`src/agu_consts.svh`:
```
`ifndef AGU_CONSTS_SVH
`define AGU_CONSTS_SVH

// ==========================================
// Register indexes (byte address = index * 4)
`define AGU_IDX_MODE_CTRL   8'h46
`define AGU_IDX_X_START     8'h48
`define AGU_IDX_X_END       8'h4a
`define AGU_IDX_Y_START     8'h4c
`define AGU_IDX_Y_END       8'h4e
`define AGU_IDX_REV_CTRL    8'h50
`define AGU_IDX_STATUS      8'h60

// ==========================================
// Mode control, reverse control and status field positions
`define AGU_MC_X_EN_BIT     15
`define AGU_MC_Y_EN_BIT     14
`define AGU_MC_REV_SEL_LSB  8
`define AGU_MC_Y_SEL_LSB    4
`define AGU_MC_X_SEL_LSB    0
`define AGU_REV_EN_BIT      15
`define AGU_STAT_FAULT_BIT  16

// ==========================================
// Reset values and constants
`define AGU_MODE_CTRL_RST   16'h0000
`define AGU_REV_CTRL_RST    16'h0000
`define AGU_SEL_NONE        4'hf
`define AGU_NEAR_BITS       13
`define AGU_LATENCY         1
`define AGU_RESP_OKAY       2'h0
`define AGU_RESP_SLVERR     2'h2

`endif

```
`src/agu_pkg.sv`:
```
package agu_pkg;

  // ==========================================
  // Addressing modes from the decoder
  typedef enum logic [2:0] {
    MODE_FILE_DIRECT,
    MODE_REG_DIRECT,
    MODE_INDIRECT,
    MODE_POST_MOD,
    MODE_PRE_MOD,
    MODE_REG_OFFSET,
    MODE_LIT_OFFSET
  } agu_mode_t;

  // ==========================================
  // Request from decoder and register file
  typedef struct packed {
    logic        valid;
    logic        y_space;
    logic        prog_space;
    logic        mac_class;
    logic        byte_op;
    logic        move_full;
    agu_mode_t   mode;
    logic [3:0]  ptr_sel;
    logic [15:0] ptr_val;
    logic [3:0]  base_sel;
    logic [15:0] base_val;
    logic [15:0] literal;
    logic [12:0] file_addr;
    logic [15:0] move_addr;
  } agu_req_t;

  // ==========================================
  // Answer to the core
  typedef struct packed {
    logic        valid;
    logic        fault;
    logic [15:0] ea;
    logic        ea_used;
    logic [15:0] operand1;
    logic        operand_is_reg;
    logic [15:0] operand2;
    logic [3:0]  dest_sel;
    logic        wb_en;
    logic [3:0]  wb_sel;
    logic [15:0] wb_val;
    logic        circ_applied;
    logic        rev_applied;
  } agu_resp_t;

endpackage

```
`src/address_generator_units.sv`:
```
`timescale 1ns/1ps
`include "agu_consts.svh"

// Notes on behaviour
// Separate X and Y generators, independent
// Y generator: word reads, MAC only
// Linear and circular for data and program
// Bit-reversed never on program space
// File direct uses 13-bit near field
// File ops default to working register zero
// Move may address whole data space
// Operand one is base register direct
// Direct, indirect, pre, post, literal modes
// File direct explicit; register direct is operand
// Indirect: address is pointer, unmodified
// Post-modify: issue pointer, then adjust
// Pre-modify: adjust pointer, then issue
// Register offset: pointer plus base
// Literal offset: pointer plus literal
// X circular needs enable, select not 15
// Y circular needs enable, select not 15
// Reversed needs select, enable, increment mode
// Circular write-back only on pre/post modify
// Addresses 16-bit, arithmetic wraps
module address_generator_units #(
  parameter int ADDR_W = 12
) (
  // Clock and reset
  input  wire logic              aclk,
  input  wire logic              aresetn,
  // Decoder request and answer
  input  wire agu_pkg::agu_req_t req,
  output agu_pkg::agu_resp_t     resp,
  // AXI4-Lite write address
  input  wire logic [ADDR_W-1:0] s_axi_awaddr,
  input  wire logic              s_axi_awvalid,
  output logic                   s_axi_awready,
  // AXI4-Lite write data
  input  wire logic [31:0]       s_axi_wdata,
  input  wire logic [3:0]        s_axi_wstrb,
  input  wire logic              s_axi_wvalid,
  output logic                   s_axi_wready,
  // AXI4-Lite write response
  output logic [1:0]             s_axi_bresp,
  output logic                   s_axi_bvalid,
  input  wire logic              s_axi_bready,
  // AXI4-Lite read
  input  wire logic [ADDR_W-1:0] s_axi_araddr,
  input  wire logic              s_axi_arvalid,
  output logic                   s_axi_arready,
  output logic [31:0]            s_axi_rdata,
  output logic [1:0]             s_axi_rresp,
  output logic                   s_axi_rvalid,
  input  wire logic              s_axi_rready
);
  import agu_pkg::*;

  // ==========================================
  // Elaboration check
  if (ADDR_W < 9 || ADDR_W > 32) begin : g_bad_width
    $error("ADDR_W must be between 9 and 32");
  end

  // ==========================================
  // State
  typedef struct packed {
    logic              x_en;
    logic              y_en;
    logic [3:0]        rev_sel;
    logic [3:0]        y_sel;
    logic [3:0]        x_sel;
    logic [14:0]       x_start;
    logic [14:0]       x_end;
    logic [14:0]       y_start;
    logic [14:0]       y_end;
    logic              rev_en;
    logic [14:0]       rev_mod;
    logic              aw_v;
    logic [ADDR_W-1:0] aw_a;
    logic              w_v;
    logic [31:0]       w_d;
    logic [3:0]        w_s;
    logic              b_v;
    logic [1:0]        b_r;
    logic              r_v;
    logic [31:0]       r_d;
    logic [1:0]        r_r;
    agu_resp_t         out;
    logic [15:0]       last_ea;
    logic              last_fault;
  } state_t;

  state_t s_q;
  state_t s_d;

  // ==========================================
  // Helpers
  function automatic logic [15:0] rev16(input logic [15:0] v);
    logic [15:0] r;
    r = '0;
    for (int i = 0; i < 16; i++) begin
      r[i] = v[15-i];
    end
    return r;
  endfunction

  function automatic logic [15:0] circ_fix(input logic [15:0] a,
                                           input logic [15:0] lo,
                                           input logic [15:0] hi);
    logic [15:0] len;
    len = 16'(hi - lo + 16'h0001);
    if (a > hi) begin
      return 16'(a - len);
    end else if (a < lo) begin
      return 16'(a + len);
    end
    return a;
  endfunction

  function automatic logic [ADDR_W-1:0] reg_addr(input logic [7:0] idx);
    return ADDR_W'({idx, 2'b00});
  endfunction

  // ==========================================
  // Address datapath
  logic [15:0] x_lo;
  logic [15:0] x_hi;
  logic [15:0] y_lo;
  logic [15:0] y_hi;
  logic        x_circ_on;
  logic        y_circ_on;
  logic        rev_on;
  logic        circ_hit;
  logic        y_refuse;
  logic        is_inc;
  logic [15:0] delta;
  logic [15:0] stepped;
  logic [15:0] rev_step;
  logic [15:0] lo_b;
  logic [15:0] hi_b;
  agu_resp_t   r;

  assign x_lo = {s_q.x_start, 1'b0};
  assign x_hi = {s_q.x_end, 1'b1};
  assign y_lo = {s_q.y_start, 1'b0};
  assign y_hi = {s_q.y_end, 1'b1};
  assign x_circ_on = s_q.x_en && s_q.x_sel != `AGU_SEL_NONE;
  assign y_circ_on = s_q.y_en && s_q.y_sel != `AGU_SEL_NONE;
  assign delta = req.literal;
  assign is_inc = !delta[15] && delta != 16'h0000;
  assign stepped = 16'(req.ptr_val + delta);
  assign rev_step = rev16(16'(rev16(req.ptr_val) + rev16({s_q.rev_mod, 1'b0})));
  // Reversed carry only for X data, increment pre/post modes
  assign rev_on = s_q.rev_en && s_q.rev_sel != `AGU_SEL_NONE
               && s_q.rev_sel == req.ptr_sel && is_inc && !req.y_space
               && !req.prog_space
               && (req.mode == MODE_PRE_MOD || req.mode == MODE_POST_MOD);
  // Each space checks only its own window
  assign circ_hit = req.y_space ? (y_circ_on && req.ptr_sel == s_q.y_sel)
                                : (x_circ_on && req.ptr_sel == s_q.x_sel);
  assign lo_b = req.y_space ? y_lo : x_lo;
  assign hi_b = req.y_space ? y_hi : x_hi;
  assign y_refuse = req.y_space && (req.byte_op || !req.mac_class);

  always_comb begin
    r = '0;
    r.valid = req.valid;
    r.operand1 = req.base_val;
    r.dest_sel = req.base_sel;
    r.operand2 = req.literal;
    if (y_refuse) begin
      r.fault = 1'b1;
    end else begin
      case (req.mode)
        MODE_FILE_DIRECT: begin
          r.ea_used = 1'b1;
          r.dest_sel = 4'h0;
          if (req.move_full) begin
            r.ea = req.move_addr;
          end else begin
            r.ea = {3'b000, req.file_addr};
          end
        end
        MODE_REG_DIRECT: begin
          r.operand_is_reg = 1'b1;
          r.operand2 = req.ptr_val;
        end
        MODE_INDIRECT: begin
          r.ea_used = 1'b1;
          r.ea = req.ptr_val;
        end
        MODE_POST_MOD: begin
          r.ea_used = 1'b1;
          r.ea = req.ptr_val;
          r.wb_en = 1'b1;
          r.wb_val = stepped;
          if (rev_on) begin
            r.wb_val = rev_step;
            r.rev_applied = 1'b1;
          end else if (circ_hit) begin
            r.wb_val = circ_fix(stepped, lo_b, hi_b);
            r.circ_applied = 1'b1;
          end
        end
        MODE_PRE_MOD: begin
          r.ea_used = 1'b1;
          r.wb_en = 1'b1;
          r.ea = stepped;
          if (rev_on) begin
            r.ea = rev_step;
            r.rev_applied = 1'b1;
          end else if (circ_hit) begin
            r.ea = circ_fix(stepped, lo_b, hi_b);
            r.circ_applied = 1'b1;
          end
          r.wb_val = r.ea;
        end
        MODE_REG_OFFSET: begin
          r.ea_used = 1'b1;
          r.ea = 16'(req.ptr_val + req.base_val);
          if (circ_hit) begin
            r.ea = circ_fix(r.ea, lo_b, hi_b);
            r.circ_applied = 1'b1;
          end
        end
        MODE_LIT_OFFSET: begin
          r.ea_used = 1'b1;
          r.ea = 16'(req.ptr_val + req.literal);
          if (circ_hit) begin
            r.ea = circ_fix(r.ea, lo_b, hi_b);
            r.circ_applied = 1'b1;
          end
        end
        default: begin
          r.fault = 1'b1;
        end
      endcase
      if (req.y_space) begin
        r.ea[0] = 1'b0;
        r.wb_val[0] = 1'b0;
      end
    end
    r.wb_sel = req.ptr_sel;
    if (!req.valid) begin
      r = '0;
    end
  end

  // ==========================================
  // Next state and register bus
  logic        wr_fire;
  logic [15:0] wd;
  logic        hit_w;
  logic        hit_r;
  logic [31:0] rd;

  assign s_axi_awready = !s_q.aw_v && !s_q.b_v;
  assign s_axi_wready  = !s_q.w_v && !s_q.b_v;
  assign s_axi_arready = !s_q.r_v;
  assign s_axi_bvalid  = s_q.b_v;
  assign s_axi_bresp   = s_q.b_r;
  assign s_axi_rvalid  = s_q.r_v;
  assign s_axi_rdata   = s_q.r_d;
  assign s_axi_rresp   = s_q.r_r;
  assign resp          = s_q.out;

  always_comb begin
    s_d = s_q;
    wr_fire = 1'b0;
    hit_w = 1'b0;
    hit_r = 1'b1;
    rd = 32'h0000_0000;
    wd = 16'h0000;
    s_d.out = r;
    if (r.valid) begin
      s_d.last_ea = r.ea;
      s_d.last_fault = r.fault;
    end
    if (s_axi_awvalid && s_axi_awready) begin
      s_d.aw_v = 1'b1;
      s_d.aw_a = s_axi_awaddr;
    end
    if (s_axi_wvalid && s_axi_wready) begin
      s_d.w_v = 1'b1;
      s_d.w_d = s_axi_wdata;
      s_d.w_s = s_axi_wstrb;
    end
    if (s_q.aw_v && s_q.w_v) begin
      wr_fire = 1'b1;
      s_d.aw_v = 1'b0;
      s_d.w_v = 1'b0;
      s_d.b_v = 1'b1;
    end
    if (s_q.b_v && s_axi_bready) begin
      s_d.b_v = 1'b0;
    end
    if (wr_fire) begin
      if (s_q.aw_a == reg_addr(`AGU_IDX_MODE_CTRL)) begin
        wd = {s_q.x_en, s_q.y_en, 2'b00, s_q.rev_sel, s_q.y_sel, s_q.x_sel};
        hit_w = 1'b1;
      end else if (s_q.aw_a == reg_addr(`AGU_IDX_X_START)) begin
        wd = x_lo;
        hit_w = 1'b1;
      end else if (s_q.aw_a == reg_addr(`AGU_IDX_X_END)) begin
        wd = x_hi;
        hit_w = 1'b1;
      end else if (s_q.aw_a == reg_addr(`AGU_IDX_Y_START)) begin
        wd = y_lo;
        hit_w = 1'b1;
      end else if (s_q.aw_a == reg_addr(`AGU_IDX_Y_END)) begin
        wd = y_hi;
        hit_w = 1'b1;
      end else if (s_q.aw_a == reg_addr(`AGU_IDX_REV_CTRL)) begin
        wd = {s_q.rev_en, s_q.rev_mod};
        hit_w = 1'b1;
      end
      if (s_q.w_s[0]) begin
        wd[7:0] = s_q.w_d[7:0];
      end
      if (s_q.w_s[1]) begin
        wd[15:8] = s_q.w_d[15:8];
      end
      s_d.b_r = hit_w ? `AGU_RESP_OKAY : `AGU_RESP_SLVERR;
      if (s_q.aw_a == reg_addr(`AGU_IDX_MODE_CTRL)) begin
        s_d.x_en = wd[`AGU_MC_X_EN_BIT];
        s_d.y_en = wd[`AGU_MC_Y_EN_BIT];
        s_d.rev_sel = wd[`AGU_MC_REV_SEL_LSB +: 4];
        s_d.y_sel = wd[`AGU_MC_Y_SEL_LSB +: 4];
        s_d.x_sel = wd[`AGU_MC_X_SEL_LSB +: 4];
      end else if (s_q.aw_a == reg_addr(`AGU_IDX_X_START)) begin
        s_d.x_start = wd[15:1];
      end else if (s_q.aw_a == reg_addr(`AGU_IDX_X_END)) begin
        s_d.x_end = wd[15:1];
      end else if (s_q.aw_a == reg_addr(`AGU_IDX_Y_START)) begin
        s_d.y_start = wd[15:1];
      end else if (s_q.aw_a == reg_addr(`AGU_IDX_Y_END)) begin
        s_d.y_end = wd[15:1];
      end else if (s_q.aw_a == reg_addr(`AGU_IDX_REV_CTRL)) begin
        s_d.rev_en = wd[`AGU_REV_EN_BIT];
        s_d.rev_mod = wd[14:0];
      end
    end
    if (s_axi_araddr == reg_addr(`AGU_IDX_MODE_CTRL)) begin
      rd = {16'h0000, s_q.x_en, s_q.y_en, 2'b00, s_q.rev_sel, s_q.y_sel, s_q.x_sel};
    end else if (s_axi_araddr == reg_addr(`AGU_IDX_X_START)) begin
      rd = {16'h0000, x_lo};
    end else if (s_axi_araddr == reg_addr(`AGU_IDX_X_END)) begin
      rd = {16'h0000, x_hi};
    end else if (s_axi_araddr == reg_addr(`AGU_IDX_Y_START)) begin
      rd = {16'h0000, y_lo};
    end else if (s_axi_araddr == reg_addr(`AGU_IDX_Y_END)) begin
      rd = {16'h0000, y_hi};
    end else if (s_axi_araddr == reg_addr(`AGU_IDX_REV_CTRL)) begin
      rd = {16'h0000, s_q.rev_en, s_q.rev_mod};
    end else if (s_axi_araddr == reg_addr(`AGU_IDX_STATUS)) begin
      rd = {15'h0000, s_q.last_fault, s_q.last_ea};
    end else begin
      hit_r = 1'b0;
    end
    if (s_axi_arvalid && s_axi_arready) begin
      s_d.r_v = 1'b1;
      s_d.r_d = rd;
      s_d.r_r = hit_r ? `AGU_RESP_OKAY : `AGU_RESP_SLVERR;
    end else if (s_q.r_v && s_axi_rready) begin
      s_d.r_v = 1'b0;
    end
  end

  always_ff @(posedge aclk) begin
    if (!aresetn) begin
      s_q <= '0;
    end else begin
      s_q <= s_d;
    end
  end

  logic plain_q;
  always_ff @(posedge aclk) begin
    if (!aresetn) begin
      plain_q <= 1'b0;
    end else begin
      plain_q <= !circ_hit && !rev_on && !y_refuse && !req.y_space;
    end
  end
endmodule

```
`config.mk`:
```
export PLATFORM = sky130hd
export DESIGN_NAME = address_generator_units
export DESIGN_NICKNAME = d
export VERILOG_FILES = /design/src/agu_pkg.sv /design/src/address_generator_units.sv
export VERILOG_INCLUDE_DIRS = /design/src
export SDC_FILE = /design/constraint.sdc
export NUM_CORES = 1
export LEC_CHECK = 0
export ABC_AREA = 1
export BUFFER_PORTS_ARGS = -buffer_cell sky130_fd_sc_hd__buf_4
export CORE_MARGIN = 4
export CORE_UTILIZATION = 52
export DETAILED_ROUTE_END_ITERATION = 7
export GPL_TIMING_DRIVEN = 0
export PLACE_DENSITY = 0.8
export SYNTH_ARGS = -nofsm -noshare
export SYNTH_HDL_FRONTEND = slang
export SYNTH_SLANG_ARGS = --single-unit
```
`constraint.sdc`:
```
create_clock -name aclk -period 8.9 [get_ports aclk]
set_input_delay 0.89 -clock aclk [delete_from_list [all_inputs] [get_ports aclk]]
set_output_delay 0.89 -clock aclk [all_outputs]
set_load 0.05 [all_outputs]
```
==> flow_summary.ini <==
[drt]
routedWlPerCell_um = 22.1
drt_iter0_markers = 2202
detailroute.via_count = 20500
routed_wl_um = 76900
first_pass_iters = 5
drc_errors = 0
routed_via_density = 5.91
ant_nets = 0

[logic_synthesis]
synth.area.top_cells = sky130_fd_sc_hd__dfxtp_1, sky130_fd_sc_hd__ha_1, sky130_fd_sc_hd__nand2_1, sky130_fd_sc_hd__a21oi_1, sky130_fd_sc_hd__inv_1
syn_inst = 2712
syn_avg_cell_area_um2 = 6.78
synth_cell_types = 67
fraction_of_registers_with_async_set_reset = 0
postSynthRegisterBits = 239
synth_seq_area_share = 0.260
proportion_of_netlist_area_held_by_the_largest_area_contributor = 0.260
yosysWarnings = 0
synth_area_um2 = 18400
count_of_flip_flops_with_a_built_in_enable_after_synthesis = 0
synth_ff_type = sky130_fd_sc_hd__dfxtp_1
synth.largest_area_cell = sky130_fd_sc_hd__dfxtp_1

[cells_and_area]
drive_above_1_share = 0.169
layout.cells.most_common_list = sky130_fd_sc_hd__nand2_1, sky130_fd_sc_hd__buf_4, sky130_fd_sc_hd__inv_1
areaGrowthSynthToFinish_pct = 18.0
layout.cells.most_common = sky130_fd_sc_hd__nand2_1
final_area_um2 = 21700
antennaDiodeCount = 0
nets = 3326

[hold_path]
timing.hold.worst_path_depth = 2
worst_min_path_class = reg2reg

[run]
max_capacitance_violation_count = 0

[power_and_ir_drop]
fin_total_pwr_mw = 3.84
worst_ir_drop_vdd_mv = 0.145
cellLeakagePower_nw = 10.7
power-per-cell-area_nw_per_um2 = 177

[sta]
totalNegativeSetupSlack_ns = 0
post-route-period-util = 0.822
final_hold_viol_count = 0
post-route-worst-setup-slack_ns = 1.59
period_needed_ns = 7.31
relSlewSlack = 0.159
clock-skew-final_ns = 0.0114
rsz0062_at_grt = false
clock.fmax_mhz = 137
report.final.slew_viol_count = 0
finish_stage_setup_viols = 0
tightestPinTransition_ns = 1.25

[placed_design]
detailed_place_hpwl_um = 63500
routabilityCongestion = 1.05
pre_cts_ws_ns = 1.39
port_buffers = 244
detailed_place.area_um2 = 20900

[clocking]
post_cts.repair.setup_buffers = 0
clock-sinks = 239
cts_hold_repair.buffers = 0
root_buffer = sky130_fd_sc_hd__clkbuf_16
postCtsResizedCells = 0
ctsHtreeMaxLevel = 1
clock_latency_on_the_worst_skew_pair_ns = 0.55
clock_tree_from_tritoncts = built
clock_tree.buffer_depth = 3
clk_pin_slew_worst_paths_ns = 0.06
cts_made_buffers = 26

[critical_path]
worst-r2r-cell-count = 23
criticalPathCategory = in2reg
slowest_delay_ns = 0.59
r2r_setup_slack_ns = 2.94
worst-endpoint-required_ns = 9.37
data_arrival_time_at_the_worst_slack_endpoint_ns = 7.79
most_frequent_cp_cell = sky130_fd_sc_hd__nand2_1
critical_path.startpoint_type = input port
crit_fanout = 10
crit_slowest_cell = sky130_fd_sc_hd__o21ai_0
setup.worst_path.end_class = flip-flop

[die]
core.rowCount = 68
die_w_um = 196
die_area_um2 = 38500
start_util = 0.530
core_um2 = 34700
dieHeight_um = 196
design.portCount = 281

[global_route]
number_of_global_route_vias_before_repair = 19100
grt_antenna_before_repair = 0
global_route_congestion_overflow_total = 0
grt_util_all_layers = 0.380
wire_length_of_the_first_global_routing_pass_um = 114000
grt_max_degree = 14

[status]
outcome = finished clean
==> critical path, delay by kind of cell <==
kind            cells  cell delay (ns)
buf+inv             3             0.68
simple gates       20             2.16
compound gates     10             2.64
fa+ha+maj           3             1.01
xor+xnor            2             0.41
==> metrics by stage <==
stage	instances	util	hold slack, ns
after floorplan	2728	-	0.424
after global placement	3427	0.601	0.445
after detailed placement	3427	0.601	0.447
after CTS	3474	0.625	0.457
after global routing	3474	0.626	0.479
final	3474	0.626	0.460
==> path summary, 6_finish.rpt <==
check	startpoint	to
setup / recovery	req[66]	s_q[8]
hold reg to reg	s_q[14]	s_q[14]
setup reg to reg	s_q[234]	s_q[8]
hold / removal	s_q[14]	s_q[14]
==> synth_stat cells (15+ instances only) <==
master                       n
sky130_fd_sc_hd__nand4_1    19
sky130_fd_sc_hd__nor3_1     37
sky130_fd_sc_hd__o21ai_0   233
sky130_fd_sc_hd__xnor2_1    19
sky130_fd_sc_hd__nand3_1    80
sky130_fd_sc_hd__o211ai_1   20
sky130_fd_sc_hd__nor2_1    276
sky130_fd_sc_hd__o221ai_1   17
sky130_fd_sc_hd__nand2_2    16
sky130_fd_sc_hd__ha_1      159
sky130_fd_sc_hd__inv_1     321
sky130_fd_sc_hd__a21oi_1   274
sky130_fd_sc_hd__clkbuf_1   59
sky130_fd_sc_hd__xor2_1     53
sky130_fd_sc_hd__dfxtp_1   239
sky130_fd_sc_hd__a221oi_1   35
sky130_fd_sc_hd__o21ai_1    74
sky130_fd_sc_hd__nand2_1   452
sky130_fd_sc_hd__inv_2      19
sky130_fd_sc_hd__buf_4     117
sky130_fd_sc_hd__or2_2      15
==> flip-flops by register name, indices dropped and copies added, names as in the netlist <==
register	count
s_q	139
resp	79
s_axi_rdata	17
s_axi_bresp	1
s_axi_bvalid	1
s_axi_rresp	1
s_axi_rvalid	1
==> cells by family (layout without fill, tap and decap cells) <==
logic type,after synthesis,count (layout),synth area share
AOI/OAI and AO/OA,739,739,0.227
xor gates and xnor gates,73,73,0.0352
adders and majority gates,165,165,0.115
buffers and inverters,543,834,0.137
DFF,239,239,0.260
muxes,6,6,0.00326
other,1,17,0.000204
and+or+nand+nor,946,946,0.222
==> final cells by class <==
cell class / count / area [um2]
Fill cell: 3216 / 13000
Multi-Input combinational cell: 1946 / 11200
Sequential cell: 239 / 4780
Timing Repair Buffer: 244 / 1830
Inverter: 346 / 1300
Buffer: 197 / 1230
Clock buffer: 35 / 726
Tap cell: 455 / 569
Clock inverter: 12 / 123
==> layer usage <==
metal | routed length [um] | vias up | track usage
met5 | 0 | - | 0
met2 | 33500 | 1320 | 0.602
met1 | 29500 | 9361 | 0.474
met3 | 8360 | 282 | 0.0860
met4 | 5460 | 0 | 0.223
li1 | - | 9560 | -
==> report_power, final <==
group | internal (mW) | switching, mW | total (mW)
registers | 1.10 | 0.0195 | 1.12
logic | 0.546 | 1.08 | 1.63
clock network | 0.632 | 0.455 | 1.09
No activity file was read; power rests on OpenSTA's default activity.
